### src/fhc_host_regs_regs.vh
// Purpose: constants for the floppy host control register bank
// Assumes: register index = printed offset, byte address = 4 * index
// Notes:   all registers are 8 bits wide in byte lane 0
`ifndef FHC_HOST_REGS_REGS_VH
`define FHC_HOST_REGS_REGS_VH

// register indices
`define FHC_IDX_DRIVE_OUT     4'h2
`define FHC_IDX_TAPE          4'h3
`define FHC_IDX_MAIN_STATUS   4'h4
`define FHC_IDX_RATE          4'h4
`define FHC_IDX_CONFIG_CTRL   4'h7
`define FHC_IDX_MODE          4'h8
`define FHC_IDX_MEDIA_BOOT    4'h9
`define FHC_IDX_DRIVE_TYPE    4'ha

// drive output control fields
`define FHC_DO_MOTOR_A        4
`define FHC_DO_DMA_INT_EN     3
`define FHC_DO_CORE_RUN       2
`define FHC_DO_SEL_LSB        0
`define FHC_DO_RESET          8'h00

// rate select fields
`define FHC_RS_SW_RESET       7
`define FHC_RS_POWER_DOWN     6
`define FHC_RS_SHIFT_LSB      2
`define FHC_RS_CODE_LSB       0
`define FHC_RS_RESET          8'h02

// main status fields
`define FHC_MS_READY          7
`define FHC_MS_DIR            6
`define FHC_MS_NON_DMA        5
`define FHC_MS_BUSY           4

// mode register fields
`define FHC_MODE_THREE        0
`define FHC_MODE_COMPAT       1

// tape assign layout in three-mode
`define FHC_MB_MEDIA_LSB      4
`define FHC_MB_BOOT_LSB       6

// other reset values
`define FHC_TAPE_RESET        2'h0
`define FHC_CC_RESET          2'h2
`define FHC_MODE_RESET        2'h0
`define FHC_MEDIA_RESET       8'h00
`define FHC_DTYPE_RESET       8'hff

// timing
`define FHC_CLK_NS            4
`define FHC_SWRST_NS          100
// 100 ns rounded up to whole 4 ns clocks, sized for the 8-bit counter
`define FHC_SWRST_CYCLES      8'd25

// bus responses
`define FHC_RESP_OKAY         2'h0
`define FHC_RESP_SLVERR       2'h2

`endif

### src/fhc_sync2.v
// Purpose: two-flop synchroniser for levels from outside the clock domain
// Assumes: input changes slowly compared with clk
// Notes:   stage one is read only by stage two
`timescale 1ns/10ps
module fhc_sync2 #(
  parameter W = 1
) (
  // clock and reset
  input  wire         clk,
  input  wire         sys_rst,
  // level in and out
  input  wire [W-1:0] d,
  output reg  [W-1:0] q
);

  reg [W-1:0] meta;

  // plain double register, nothing taps meta
  always @(posedge clk or posedge sys_rst)
  begin
    if (sys_rst)
    begin
      meta <= {W{1'b0}};
      q    <= {W{1'b0}};
    end
    else
    begin
      meta <= d;
      q    <= meta;
    end
  end

endmodule // fhc_sync2

### src/fhc_host_regs.v
// Purpose: host control and status registers of a floppy disk controller
// Assumes: AXI4-Lite slave, one write and one read under way at a time
// Notes:   core status inputs are on clk; the master reset pin is not
//
// Local design decision: the AXI4-Lite slave port.
`timescale 1ns/10ps
`include "fhc_host_regs_regs.vh"
module fhc_host_regs #(
  parameter [7:0] SWRST_CYCLES = `FHC_SWRST_CYCLES
) (
  // clock and reset
  input  wire        clk,
  input  wire        sys_rst,
  // axi4-lite write address
  input  wire [5:0]  s_axi_awaddr,
  input  wire [2:0]  s_axi_awprot,
  input  wire        s_axi_awvalid,
  output wire        s_axi_awready,
  // axi4-lite write data
  input  wire [31:0] s_axi_wdata,
  input  wire [3:0]  s_axi_wstrb,
  input  wire        s_axi_wvalid,
  output wire        s_axi_wready,
  // axi4-lite write response
  output reg  [1:0]  s_axi_bresp,
  output reg         s_axi_bvalid,
  input  wire        s_axi_bready,
  // axi4-lite read address
  input  wire [5:0]  s_axi_araddr,
  input  wire [2:0]  s_axi_arprot,
  input  wire        s_axi_arvalid,
  output wire        s_axi_arready,
  // axi4-lite read data
  output reg  [31:0] s_axi_rdata,
  output reg  [1:0]  s_axi_rresp,
  output reg         s_axi_rvalid,
  input  wire        s_axi_rready,
  // pin
  input  wire        master_reset_input,
  // controller core status
  input  wire        core_data_ready,
  input  wire        core_to_host,
  input  wire        core_exec_phase,
  input  wire        core_non_dma,
  input  wire        core_cmd_busy,
  input  wire [3:0]  core_seeking,
  input  wire        core_dma_req,
  input  wire        core_irq,
  // drive and core control
  output reg         motor_a_en,
  output reg  [1:0]  drive_sel,
  output wire        dma_req_out,
  output wire        irq_out,
  output reg         core_reset,
  output reg         power_down,
  output reg  [2:0]  write_shift_sel,
  output reg  [1:0]  data_rate,
  output reg         reduced_write_current,
  output reg  [1:0]  tape_select,
  output reg  [3:0]  tape_drive_en
);

  // register decode, shared by read and write sides
  function fhc_mapped;
    input [3:0] idx;
    input       is_wr;
    begin
      case (idx)
        `FHC_IDX_DRIVE_OUT:   fhc_mapped = 1'b1;
        `FHC_IDX_TAPE:        fhc_mapped = 1'b1;
        `FHC_IDX_RATE:        fhc_mapped = 1'b1;
        `FHC_IDX_CONFIG_CTRL: fhc_mapped = is_wr;
        `FHC_IDX_MODE:        fhc_mapped = 1'b1;
        `FHC_IDX_MEDIA_BOOT:  fhc_mapped = 1'b1;
        `FHC_IDX_DRIVE_TYPE:  fhc_mapped = 1'b1;
        default:              fhc_mapped = 1'b0;
      endcase
    end
  endfunction

  // speed codes 00 and 11 need reduced write current
  function fhc_rwc;
    input [1:0] code;
    begin
      fhc_rwc = (code == 2'h0) || (code == 2'h3);
    end
  endfunction

  // register state
  reg  [7:0] drive_out;
  reg  [1:0] tape_sel;
  reg  [1:0] rate_code;
  reg  [2:0] shift_sel;
  reg        pdown;
  reg        swrst_busy;
  reg  [7:0] swrst_cnt;
  reg  [1:0] cc_rate;
  reg        last_was_cc;
  reg  [1:0] mode;
  reg  [7:0] media_boot_config;
  reg  [7:0] drive_type_config;

  // bus capture state
  reg  [5:0] aw_addr_q;
  reg        have_aw;
  reg  [7:0] w_byte_q;
  reg        w_lane_q;
  reg        have_w;

  wire       mr_sync;
  wire       wr_fire;
  wire [3:0] wr_idx;
  wire       wr_ok;
  wire       wr_en;
  wire [3:0] rd_idx;
  wire       rd_fire;
  wire       three_mode_enable;
  wire       compat_mode;
  wire [1:0] drive_type_sel;
  wire [7:0] tape_read;
  wire [7:0] main_status;
  reg  [7:0] rd_byte;

  // the pin crosses in before anything looks at it
  fhc_sync2 #(
    .W (1)
  ) u_mr_sync (
    .clk     (clk),
    .sys_rst (sys_rst),
    .d       (master_reset_input),
    .q       (mr_sync)
  );

  // address and data are taken independently, response after both
  assign s_axi_awready = ~have_aw & ~s_axi_bvalid;
  assign s_axi_wready  = ~have_w & ~s_axi_bvalid;
  assign wr_fire       = have_aw & have_w & ~s_axi_bvalid;
  assign wr_idx        = aw_addr_q[5:2];
  assign wr_ok         = fhc_mapped(wr_idx, 1'b1);
  assign wr_en         = wr_fire & wr_ok & w_lane_q;

  always @(posedge clk or posedge sys_rst)
  begin
    if (sys_rst)
    begin
      aw_addr_q    <= 6'h00;
      have_aw      <= 1'b0;
      w_byte_q     <= 8'h00;
      w_lane_q     <= 1'b0;
      have_w       <= 1'b0;
      s_axi_bvalid <= 1'b0;
      s_axi_bresp  <= `FHC_RESP_OKAY;
    end
    else
    begin
      if (s_axi_awvalid && s_axi_awready)
      begin
        aw_addr_q <= s_axi_awaddr;
        have_aw   <= 1'b1;
      end
      if (s_axi_wvalid && s_axi_wready)
      begin
        w_byte_q <= s_axi_wdata[7:0];
        w_lane_q <= s_axi_wstrb[0];
        have_w   <= 1'b1;
      end
      if (wr_fire)
      begin
        have_aw      <= 1'b0;
        have_w       <= 1'b0;
        s_axi_bvalid <= 1'b1;
        s_axi_bresp  <= wr_ok ? `FHC_RESP_OKAY : `FHC_RESP_SLVERR;
      end
      else if (s_axi_bvalid && s_axi_bready)
      begin
        s_axi_bvalid <= 1'b0;
      end
    end
  end

  // drive output control: master reset wins over any write
  always @(posedge clk or posedge sys_rst)
  begin
    if (sys_rst)
    begin
      drive_out <= `FHC_DO_RESET;
    end
    else if (mr_sync)
    begin
      drive_out <= `FHC_DO_RESET;
    end
    else if (wr_en && wr_idx == `FHC_IDX_DRIVE_OUT)
    begin
      drive_out <= {3'h0, w_byte_q[4:0]};
    end
  end

  // tape select and configuration registers
  always @(posedge clk or posedge sys_rst)
  begin
    if (sys_rst)
    begin
      tape_sel          <= `FHC_TAPE_RESET;
      mode              <= `FHC_MODE_RESET;
      media_boot_config <= `FHC_MEDIA_RESET;
      drive_type_config <= `FHC_DTYPE_RESET;
    end
    else if (wr_en)
    begin
      case (wr_idx)
        `FHC_IDX_TAPE:       tape_sel          <= w_byte_q[1:0];
        `FHC_IDX_MODE:       mode              <= w_byte_q[1:0];
        `FHC_IDX_MEDIA_BOOT: media_boot_config <= w_byte_q;
        `FHC_IDX_DRIVE_TYPE: drive_type_config <= w_byte_q;
        default:             tape_sel          <= tape_sel;
      endcase
    end
  end

  // only the speed code field of the rate default is nonzero
  localparam [7:0] RS_DEFAULT = `FHC_RS_RESET;

  // rate select; master reset reloads the default speed code
  always @(posedge clk or posedge sys_rst)
  begin
    if (sys_rst)
    begin
      rate_code <= RS_DEFAULT[1:0];
      shift_sel <= 3'h0;
      pdown     <= 1'b0;
    end
    else if (mr_sync)
    begin
      rate_code <= RS_DEFAULT[1:0];
      shift_sel <= 3'h0;
      pdown     <= 1'b0;
    end
    else if (wr_en && wr_idx == `FHC_IDX_RATE)
    begin
      rate_code <= w_byte_q[`FHC_RS_CODE_LSB +: 2];
      shift_sel <= w_byte_q[`FHC_RS_SHIFT_LSB +: 3];
      pdown     <= w_byte_q[`FHC_RS_POWER_DOWN];
    end
  end

  // config control speed and which source wrote last
  always @(posedge clk or posedge sys_rst)
  begin
    if (sys_rst)
    begin
      cc_rate     <= `FHC_CC_RESET;
      last_was_cc <= 1'b0;
    end
    else if (wr_en && wr_idx == `FHC_IDX_CONFIG_CTRL)
    begin
      cc_rate     <= w_byte_q[1:0];
      last_was_cc <= 1'b1;
    end
    else if (wr_en && wr_idx == `FHC_IDX_RATE)
    begin
      last_was_cc <= 1'b0;
    end
  end

  // software reset: fixed-length pulse, a new request restarts it
  always @(posedge clk or posedge sys_rst)
  begin
    if (sys_rst)
    begin
      swrst_busy <= 1'b0;
      swrst_cnt  <= 8'h00;
    end
    else if (wr_en && wr_idx == `FHC_IDX_RATE && w_byte_q[`FHC_RS_SW_RESET])
    begin
      swrst_busy <= 1'b1;
      swrst_cnt  <= SWRST_CYCLES - 8'h01;
    end
    else if (swrst_busy)
    begin
      if (swrst_cnt == 8'h00)
      begin
        swrst_busy <= 1'b0;
      end
      else
      begin
        swrst_cnt <= swrst_cnt - 8'h01;
      end
    end
  end

  // drive-facing outputs, all from flops
  always @(posedge clk or posedge sys_rst)
  begin
    if (sys_rst)
    begin
      motor_a_en            <= 1'b0;
      drive_sel             <= 2'h0;
      core_reset            <= 1'b1;
      power_down            <= 1'b0;
      write_shift_sel       <= 3'h0;
      data_rate             <= `FHC_CC_RESET;
      reduced_write_current <= 1'b0;
      tape_select           <= 2'h0;
      tape_drive_en         <= 4'h0;
    end
    else
    begin
      motor_a_en      <= drive_out[`FHC_DO_MOTOR_A];
      drive_sel       <= drive_out[`FHC_DO_SEL_LSB +: 2];
      core_reset      <= ~drive_out[`FHC_DO_CORE_RUN] | swrst_busy;
      power_down      <= pdown;
      write_shift_sel <= shift_sel;
      tape_select     <= tape_sel;
      // compat modes only honour the config control write
      if (compat_mode || last_was_cc)
      begin
        data_rate             <= cc_rate;
        reduced_write_current <= fhc_rwc(cc_rate);
      end
      else
      begin
        data_rate             <= rate_code;
        reduced_write_current <= fhc_rwc(rate_code);
      end
      // drive 0 stays the boot drive and is never a tape
      case (tape_sel)
        2'h1:    tape_drive_en <= 4'h2;
        2'h2:    tape_drive_en <= 4'h4;
        2'h3:    tape_drive_en <= 4'h8;
        default: tape_drive_en <= 4'h0;
      endcase
    end
  end

  // request gating is a handshake path, kept combinational
  assign dma_req_out = core_dma_req & drive_out[`FHC_DO_DMA_INT_EN];
  assign irq_out     = core_irq & drive_out[`FHC_DO_DMA_INT_EN];

  // tape register read view depends on the layout mode
  assign three_mode_enable = mode[`FHC_MODE_THREE];
  assign compat_mode       = mode[`FHC_MODE_COMPAT];
  assign drive_type_sel    = drive_type_config[{drive_out[1:0], 1'b0} +: 2];
  assign tape_read = three_mode_enable ?
                     {media_boot_config[`FHC_MB_MEDIA_LSB +: 2],
                      drive_type_sel,
                      media_boot_config[`FHC_MB_BOOT_LSB +: 2],
                      tape_sel} :
                     {6'h00, tape_sel};

  // main status is live core state, sampled at the read
  assign main_status = {core_data_ready,
                        core_to_host,
                        core_exec_phase & core_non_dma,
                        core_cmd_busy,
                        core_seeking};

  // read mux; write-only registers read as zero
  assign rd_idx = s_axi_araddr[5:2];
  always @*
  begin
    case (rd_idx)
      `FHC_IDX_TAPE:        rd_byte = tape_read;
      `FHC_IDX_MAIN_STATUS: rd_byte = main_status;
      `FHC_IDX_MODE:        rd_byte = {6'h00, mode};
      `FHC_IDX_MEDIA_BOOT:  rd_byte = media_boot_config;
      `FHC_IDX_DRIVE_TYPE:  rd_byte = drive_type_config;
      default:              rd_byte = 8'h00;
    endcase
  end

  // read channel: one outstanding read, data held until taken
  assign s_axi_arready = ~s_axi_rvalid;
  assign rd_fire       = s_axi_arvalid & s_axi_arready;

  always @(posedge clk or posedge sys_rst)
  begin
    if (sys_rst)
    begin
      s_axi_rvalid <= 1'b0;
      s_axi_rdata  <= 32'h0000_0000;
      s_axi_rresp  <= `FHC_RESP_OKAY;
    end
    else if (rd_fire)
    begin
      s_axi_rvalid <= 1'b1;
      if (fhc_mapped(rd_idx, 1'b0))
      begin
        s_axi_rdata <= {24'h00_0000, rd_byte};
        s_axi_rresp <= `FHC_RESP_OKAY;
      end
      else
      begin
        s_axi_rdata <= 32'h0000_0000;
        s_axi_rresp <= `FHC_RESP_SLVERR;
      end
    end
    else if (s_axi_rvalid && s_axi_rready)
    begin
      s_axi_rvalid <= 1'b0;
    end
  end

endmodule // fhc_host_regs

### config.mk
export PLATFORM = sky130hd
export DESIGN_NAME = fhc_host_regs
export DESIGN_NICKNAME = d
export VERILOG_FILES = /design/src/fhc_sync2.v /design/src/fhc_host_regs.v
export VERILOG_INCLUDE_DIRS = /design/src /design/src/src
export SDC_FILE = /design/constraint.sdc
export NUM_CORES = 1
export LEC_CHECK = 0
export BUFFER_PORTS_ARGS = -buffer_cell sky130_fd_sc_hd__clkbuf_2
export CAP_MARGIN = 20
export CORE_MARGIN = 5
export CORE_UTILIZATION = 46
export DETAILED_ROUTE_END_ITERATION = 6
export PLACE_DENSITY = 0.77
export REMOVE_ABC_BUFFERS = 1
export SYNTH_ARGS = -nofsm -noshare
export SYNTH_HDL_FRONTEND = slang
export SYNTH_HIERARCHICAL = 1
export SYNTH_SLANG_ARGS = --single-unit
### constraint.sdc
create_clock -name clk -period 3.2 [get_ports clk]
set_clock_uncertainty 0.1 [all_clocks]
set_input_delay 0.8 -clock clk [delete_from_list [all_inputs] [get_ports clk]]
set_output_delay 0.8 -clock clk [all_outputs]
set_load 0.005 [all_outputs]
==> results of run 1 <==
Yosys cell counts, types with 3 or more instances:
cell type,number
sky130_fd_sc_hd__nand3_1,7
sky130_fd_sc_hd__and2_1,6
sky130_fd_sc_hd__inv_1,11
sky130_fd_sc_hd__dfrtp_1,76
sky130_fd_sc_hd__nor4bb_1,3
sky130_fd_sc_hd__mux2_2,35
sky130_fd_sc_hd__nand2_1,25
sky130_fd_sc_hd__nand3b_1,3
sky130_fd_sc_hd__buf_4,27
sky130_fd_sc_hd__clkbuf_1,8
sky130_fd_sc_hd__nor2_1,21
sky130_fd_sc_hd__buf_2,4
sky130_fd_sc_hd__a22oi_1,4
sky130_fd_sc_hd__and3_1,7
sky130_fd_sc_hd__o21ai_0,14
sky130_fd_sc_hd__nand2b_1,3
sky130_fd_sc_hd__mux2i_1,12
sky130_fd_sc_hd__nor2b_1,6
sky130_fd_sc_hd__dfstp_2,12
sky130_fd_sc_hd__a21oi_1,6
kinds of logic (layout without fill, tap and decap cells):
logic type | after synthesis | after routing | share of synthesized area
AND/OR/NAND/NOR | 102 | 102 | 0.1476
flip-flops | 88 | 88 | 0.5472
buffers and inverters | 50 | 101 | 0.07258
multiplexers | 49 | 49 | 0.1380
AO/OA/AOI/OAI | 45 | 45 | 0.08092
XOR/XNOR | 3 | 3 | 0.006487
adder cells (fa/ha/maj) | 2 | 2 | 0.006176
other | 1 | 27 | 0.0009256
registers in the layout (all words and copies together) (netlist names), 3 cells and up:
name	cells
tape_drive_en	3
write_shift_sel	3
swrst_cnt	8
drive_type_config	8
drive_out	5
w_byte_q	8
shift_sel	3
aw_addr_q	4
media_boot_config	8
s_axi_rdata	8
through the flow:
stage                     cell area (um^2)  setup WS [ns]  total power (W)
after detailed placement              4431         0.9566         0.002493
after floorplan                       3896        0.09801         0.002190
after global placement                4431         0.9982         0.002434
final                                 4647         0.9878         0.003294
after global routing                  4647         0.8501         0.003512
after CTS                             4647         0.9475         0.003329
power by group:
part           leakage, nW  switching [W]  total [W]  internal (W)
clock network        0.104       0.000366   0.000828      0.000463
registers             1.13       0.000292    0.00170       0.00141
logic                0.957       0.000374   0.000765      0.000391
per-layer routing:
metal,wire (um),GRT usage
met5,0,0
met4,46,0.03608
met3,542,0.05100
met2,4047,0.2564
met1,3543,0.2060
worst paths after layout:
path	from	to	slack, ns	cells past startpoint
max reg2reg	s_axi_bvalid	drive_type_config[2]	0.99	3
min in group clk	u_mr_sync/meta	u_mr_sync/q	0.26	0
max	s_axi_bvalid	drive_type_config[2]	0.99	3
min reg2reg	u_mr_sync/meta	u_mr_sync/q	0.26	0
max in group asynchronous	sys_rst	drive_type_config[0]	2.19	3
min	sys_rst	u_mr_sync/meta	0.19	2
area by class of cell:
cell class	count	area, um^2	area share
clock buffer	13	148.9	0.03204
clock inverter	3	67.56	0.01454
inverter	11	42.54	0.009155
multi-input combinational	228	1638	0.3524
sequential	88	2217	0.4771
tap	108	135.1	0.02908
timing repair buffer	74	397.9	0.08562
==> results.sh, run 1 <==
export IMPL_run_status="complete, but fails checks"
export IMPL_failing_checks="DRC"
export IMPL_globalplace_congestion=0.8707
export IMPL_number_of_nets_in_the_final_layout=487
export IMPL_synth_main_ff_cell="sky130_fd_sc_hd__dfrtp_1"
export IMPL_cp_top_family="simple AND/OR/NAND/NOR gates"
export IMPL_number_of_enable_type_register_cells_in_the_synthesized_netlist=0
export IMPL_finalHoldViolCount=0
export IMPL_timing_critical_path_cells="nand4b_2, nor4_2, mux2_2"
export IMPL_layout_drive_gt1_share=0.3525
export IMPL_cp_required_ns=3.37
export IMPL_globalRoute_totalOverflow=0
export IMPL_io_buffers=68
export IMPL_synth_top_cell_area_share=0.4694
export IMPL_num_fill_cells=734
export IMPL_chipHeight_um=103.8
export IMPL_final_min_clock_period_ns=2.212
export IMPL_grt_max_degree=87
export IMPL_asyncSetResetFlopFracSynth=1.000
export IMPL_die_area_um2=10780
export IMPL_detail_route_wl_per_cell_um=15.58
export IMPL_grtUsageTotal=0.1577
export IMPL_leading_cell_type_in_the_layout_fill_and_taps_excluded="sky130_fd_sc_hd__dfrtp_1"
export IMPL_fin_setup_tns_ns=0
export IMPL_clk_path_buf_depth=2
export IMPL_crit_path_max_fanout=8
export IMPL_clockRootBuffer="sky130_fd_sc_hd__clkbuf_8"
export IMPL_synth_area_um2=4051
export IMPL_synthesis_instances=340
export IMPL_timing_critical_path_slowest_stage_cell="sky130_fd_sc_hd__nor4_2"
export IMPL_vias_in_the_first_global_route=2830
export IMPL_area_growth_synth_to_final_pct=14.70
export IMPL_cp_data_arrival_time_ns=2.38
export IMPL_post_route_period_util=0.6913
export IMPL_p_leak_nw=2.194
export IMPL_ctsHoldBuffers=0
export IMPL_synth_area_leaders="sky130_fd_sc_hd__dfrtp_1 (47%), sky130_fd_sc_hd__mux2_2 (9.7%), sky130_fd_sc_hd__dfstp_2 (7.8%)"
export IMPL_num_vias=2751
export IMPL_postSynthAreaPerCell_um2=11.92
export IMPL_htreeDepth=3
export IMPL_cts_repair_timing_setup_buffer_count=0
export IMPL_critical_path_endpoint_type="flip-flop"
export IMPL_drt_iter0_drc=100
export IMPL_path_clk_slew_ns=0.08
export IMPL_number_of_distinct_library_cells_after_synthesis=57
export IMPL_worst_pin_slew_ns=0.9528
export IMPL_timing_final_setup_violations=0
export IMPL_detailed_placement_wirelength_estimate_mm=5.990
export IMPL_synth_area_leader="sky130_fd_sc_hd__dfrtp_1"
export IMPL_route_final_wire_length_mm=8.179
export IMPL_drv_slew=0
export IMPL_post_detailed_route_via_to_cell_ratio=5.240
export IMPL_detail_route_first_pass_iterations=7
export IMPL_fp_dieW_um=103.8
export IMPL_clkSinkCount=88
export IMPL_powerDensity_nw_per_um2=708.8
export IMPL_pin_count=133
export IMPL_worst_setup_path_start_kind="flip-flop"
export IMPL_grt_pass1_wl_mm=14.08
export IMPL_rsz0062_at_grt="false"
export IMPL_slowest_delay_ns=0.85
export IMPL_ys_seq_area_frac=0.5473
export IMPL_initial_utilization=0.4691
export IMPL_ys_seq_elements=88
export IMPL_cts_repair_resize_count=0
export IMPL_grt_antenna_before_repair=0
export IMPL_synth_yosys_warnings=6
export IMPL_commonest_cells_after_routing_fill_and_taps_aside="sky130_fd_sc_hd__dfrtp_1 (76), sky130_fd_sc_hd__clkbuf_2 (68), sky130_fd_sc_hd__mux2_2 (35)"
export IMPL_diodes=0
export IMPL_cap_viol_max_count=0
export IMPL_tritoncts="done"
export IMPL_finalNonFillerCells=525
export IMPL_numCtsBuffers=9
export IMPL_min_delay_path_class="in2async"
export IMPL_std_cell_rows=34
export IMPL_critPathBufInv=0
export IMPL_clk_latency_ns=0.35
export IMPL_critPathKind="reg2reg"
export IMPL_achievable_frequency_ghz=0.4520
export IMPL_fin_hold_ws_ns=0.1865
export IMPL_max_slew_margin_rel=0.3595
export IMPL_core_area_um2=8636
export IMPL_placedCellCount=509
export IMPL_utilization=0.5381
export IMPL_drt_drc_violations_left=2
export IMPL_post_drt_antenna_nets=0
export IMPL_power_ir_vdd_worst_mv=0.4827
Note: power is estimated with default switching activity, not from simulation.
==> run 2, diff against run 1 <==
- CORE_UTILIZATION: 46 -> 50
- PLACE_DENSITY: 0.77 -> 0.79
- clock period: 3.2 -> 2.18 ns (I/O delays scaled with it)
==> results.sh, run 2 (same netlist as run 1, synthesis figures left out) <==
export IMPL_post_drt_antenna_nets=0
export IMPL_cp_data_arrival_time_ns=2.03
export IMPL_place_area_um2=4468
export IMPL_drt_drc_violations_left=0
export IMPL_clkSinkCount=88
export IMPL_leading_cell_type_in_the_layout_fill_and_taps_excluded="sky130_fd_sc_hd__dfrtp_1"
export IMPL_num_fill_cells=651
export IMPL_core_area_um2=7807
export IMPL_vias_in_the_first_global_route=2830
export IMPL_clk_latency_ns=0.35
export IMPL_grtUsageTotal=0.1717
export IMPL_die_area_um2=10000
export IMPL_timing_final_setup_violations=0
export IMPL_critPathKind="reg2reg"
export IMPL_initial_utilization=0.5189
export IMPL_min_delay_path_class="in2reg"
export IMPL_numCtsBuffers=9
export IMPL_tritoncts="done"
export IMPL_chipHeight_um=100.0
export IMPL_globalRoute_totalOverflow=0
export IMPL_detail_route_wl_per_cell_um=15.29
export IMPL_clk_path_buf_depth=2
export IMPL_pin_count=133
export IMPL_detail_route_first_pass_iterations=5
export IMPL_r2r_worst_path_cells=4
export IMPL_diodes=0
export IMPL_post_detailed_route_via_to_cell_ratio=5.368
export IMPL_drv_slew=0
export IMPL_achievable_frequency_ghz=0.5262
export IMPL_grt_pass1_wl_mm=13.70
export IMPL_grt_antenna_before_repair=0
export IMPL_regToRegEndpoint="media_boot_config[4]"
export IMPL_fin_setup_tns_ns=0
export IMPL_commonest_cells_after_routing_fill_and_taps_aside="sky130_fd_sc_hd__dfrtp_1 (76), sky130_fd_sc_hd__clkbuf_2 (68), sky130_fd_sc_hd__mux2_2 (35)"
export IMPL_drt_iter0_drc=219
export IMPL_number_of_nets_in_the_final_layout=494
export IMPL_p_leak_nw=2.213
export IMPL_fp_dieW_um=100.0
export IMPL_grt_max_degree=87
export IMPL_final_min_clock_period_ns=1.900
export IMPL_finalInstanceArea_um2=4662
export IMPL_critical_path_endpoint_type="flip-flop"
export IMPL_post_route_period_util=0.8717
export IMPL_run_status="finished clean"
export IMPL_htreeDepth=3
export IMPL_cp_required_ns=2.31
export IMPL_r2r_start="s_axi_bvalid"
export IMPL_crit_path_max_fanout=8
export IMPL_path_clk_slew_ns=0.08
export IMPL_cap_viol_max_count=0
export IMPL_io_buffers=68
export IMPL_power_ir_vdd_worst_mv=0.6949
export IMPL_route_final_wire_length_mm=8.029
export IMPL_clockRootBuffer="sky130_fd_sc_hd__clkbuf_8"
export IMPL_min_to="u_mr_sync/meta"
export IMPL_cts_repair_resize_count=0
export IMPL_worstHoldStart="master_reset_input"
export IMPL_worst_r2r_setup_slack_ns=0.28
export IMPL_area_growth_synth_to_final_pct=15.07
export IMPL_globalplace_congestion=0.8091
export IMPL_detailed_placement_wirelength_estimate_mm=5.904
export IMPL_std_cell_rows=32
export IMPL_cts_repair_timing_setup_buffer_count=0
export IMPL_rsz0062_at_grt="false"
export IMPL_num_vias=2818
export IMPL_ctsHoldBuffers=1
export IMPL_holdPathStages=1
export IMPL_powerDensity_nw_per_um2=1008
export IMPL_layout_drive_gt1_share=0.3641
export IMPL_worst_setup_path_start_kind="flip-flop"
export IMPL_finalHoldViolCount=0
## run 2: cell count changes in the layout (fill, tap and decap cells not counted), sizes merged
cell	before	now
dlygate4sd3	0	1
clkinvlp	1	2
bufinv	2	0
buf	6	12
## run 2: routing by layer
layer,up-vias,wire length (um),share of wire,GRT usage
met5,-,0,0,0
met4,0,129,0.016,0.05907
met3,15,660,0.082,0.04517
met2,123,3822,0.48,0.2678
met1,1376,3416,0.43,0.2338
li1,1304,-,-,-
## run 2: power breakdown
part | switching [W] | internal (W) | leakage, nW
sequential | 0.000426 | 0.00207 | 1.13
clock | 0.000535 | 0.000502 | 0.0878
combinational | 0.000558 | 0.000613 | 0.992
## run 2: cell type report
cell class / instances / area (um^2) / area share
Clock buffer: 13 / 168.9 / 0.03623
Clock inverter: 2 / 15.01 / 0.003221
Inverter: 11 / 42.54 / 0.009125
Multi-Input combinational cell: 228 / 1638 / 0.3513
Sequential cell: 88 / 2217 / 0.4756
Tap cell: 102 / 127.6 / 0.02738
Timing Repair Buffer: 81 / 452.9 / 0.09716
## run 2: worst max-delay path by stage
stage                    start                    to  slack [ns]  cells past startpoint
2_1_floorplan          sys_rst          aw_addr_q[2]       -0.67                      1
3_5_place_dp   s_axi_araddr[5]        s_axi_rdata[7]        0.18                      6
6_report          s_axi_bvalid  media_boot_config[4]        0.28                      4
3_3_place_gp   s_axi_araddr[5]        s_axi_rdata[6]        0.22                      6
5_1_grt           s_axi_bvalid  media_boot_config[1]        0.18                      4
4_1_cts           s_axi_bvalid  media_boot_config[1]        0.27                      4
## run 2: per-stage QoR
step	cells	utilization	hold slack [ns]	setup WS (ns)	total power, W
2_1_floorplan	327	-	0.1862	-0.6670	0.003215
6_report	525	0.5971	0.2037	0.2797	0.004701
4_1_cts	525	0.5971	0.1795	0.2741	0.004749
3_3_place_gp	509	0.5723	0.2359	0.2226	0.003626
5_1_grt	525	0.5971	0.1867	0.1764	0.005012
3_5_place_dp	509	0.5723	0.2503	0.1752	0.003701
## run 2: worst max-delay path: stages, from the launching register on
cell and delay, ns:
sky130_fd_sc_hd__dfrtp_1 0.42, sky130_fd_sc_hd__nand4b_2 0.33, sky130_fd_sc_hd__nor2_1 0.26, sky130_fd_sc_hd__nand2_1 0.30
sky130_fd_sc_hd__mux2_2 0.37
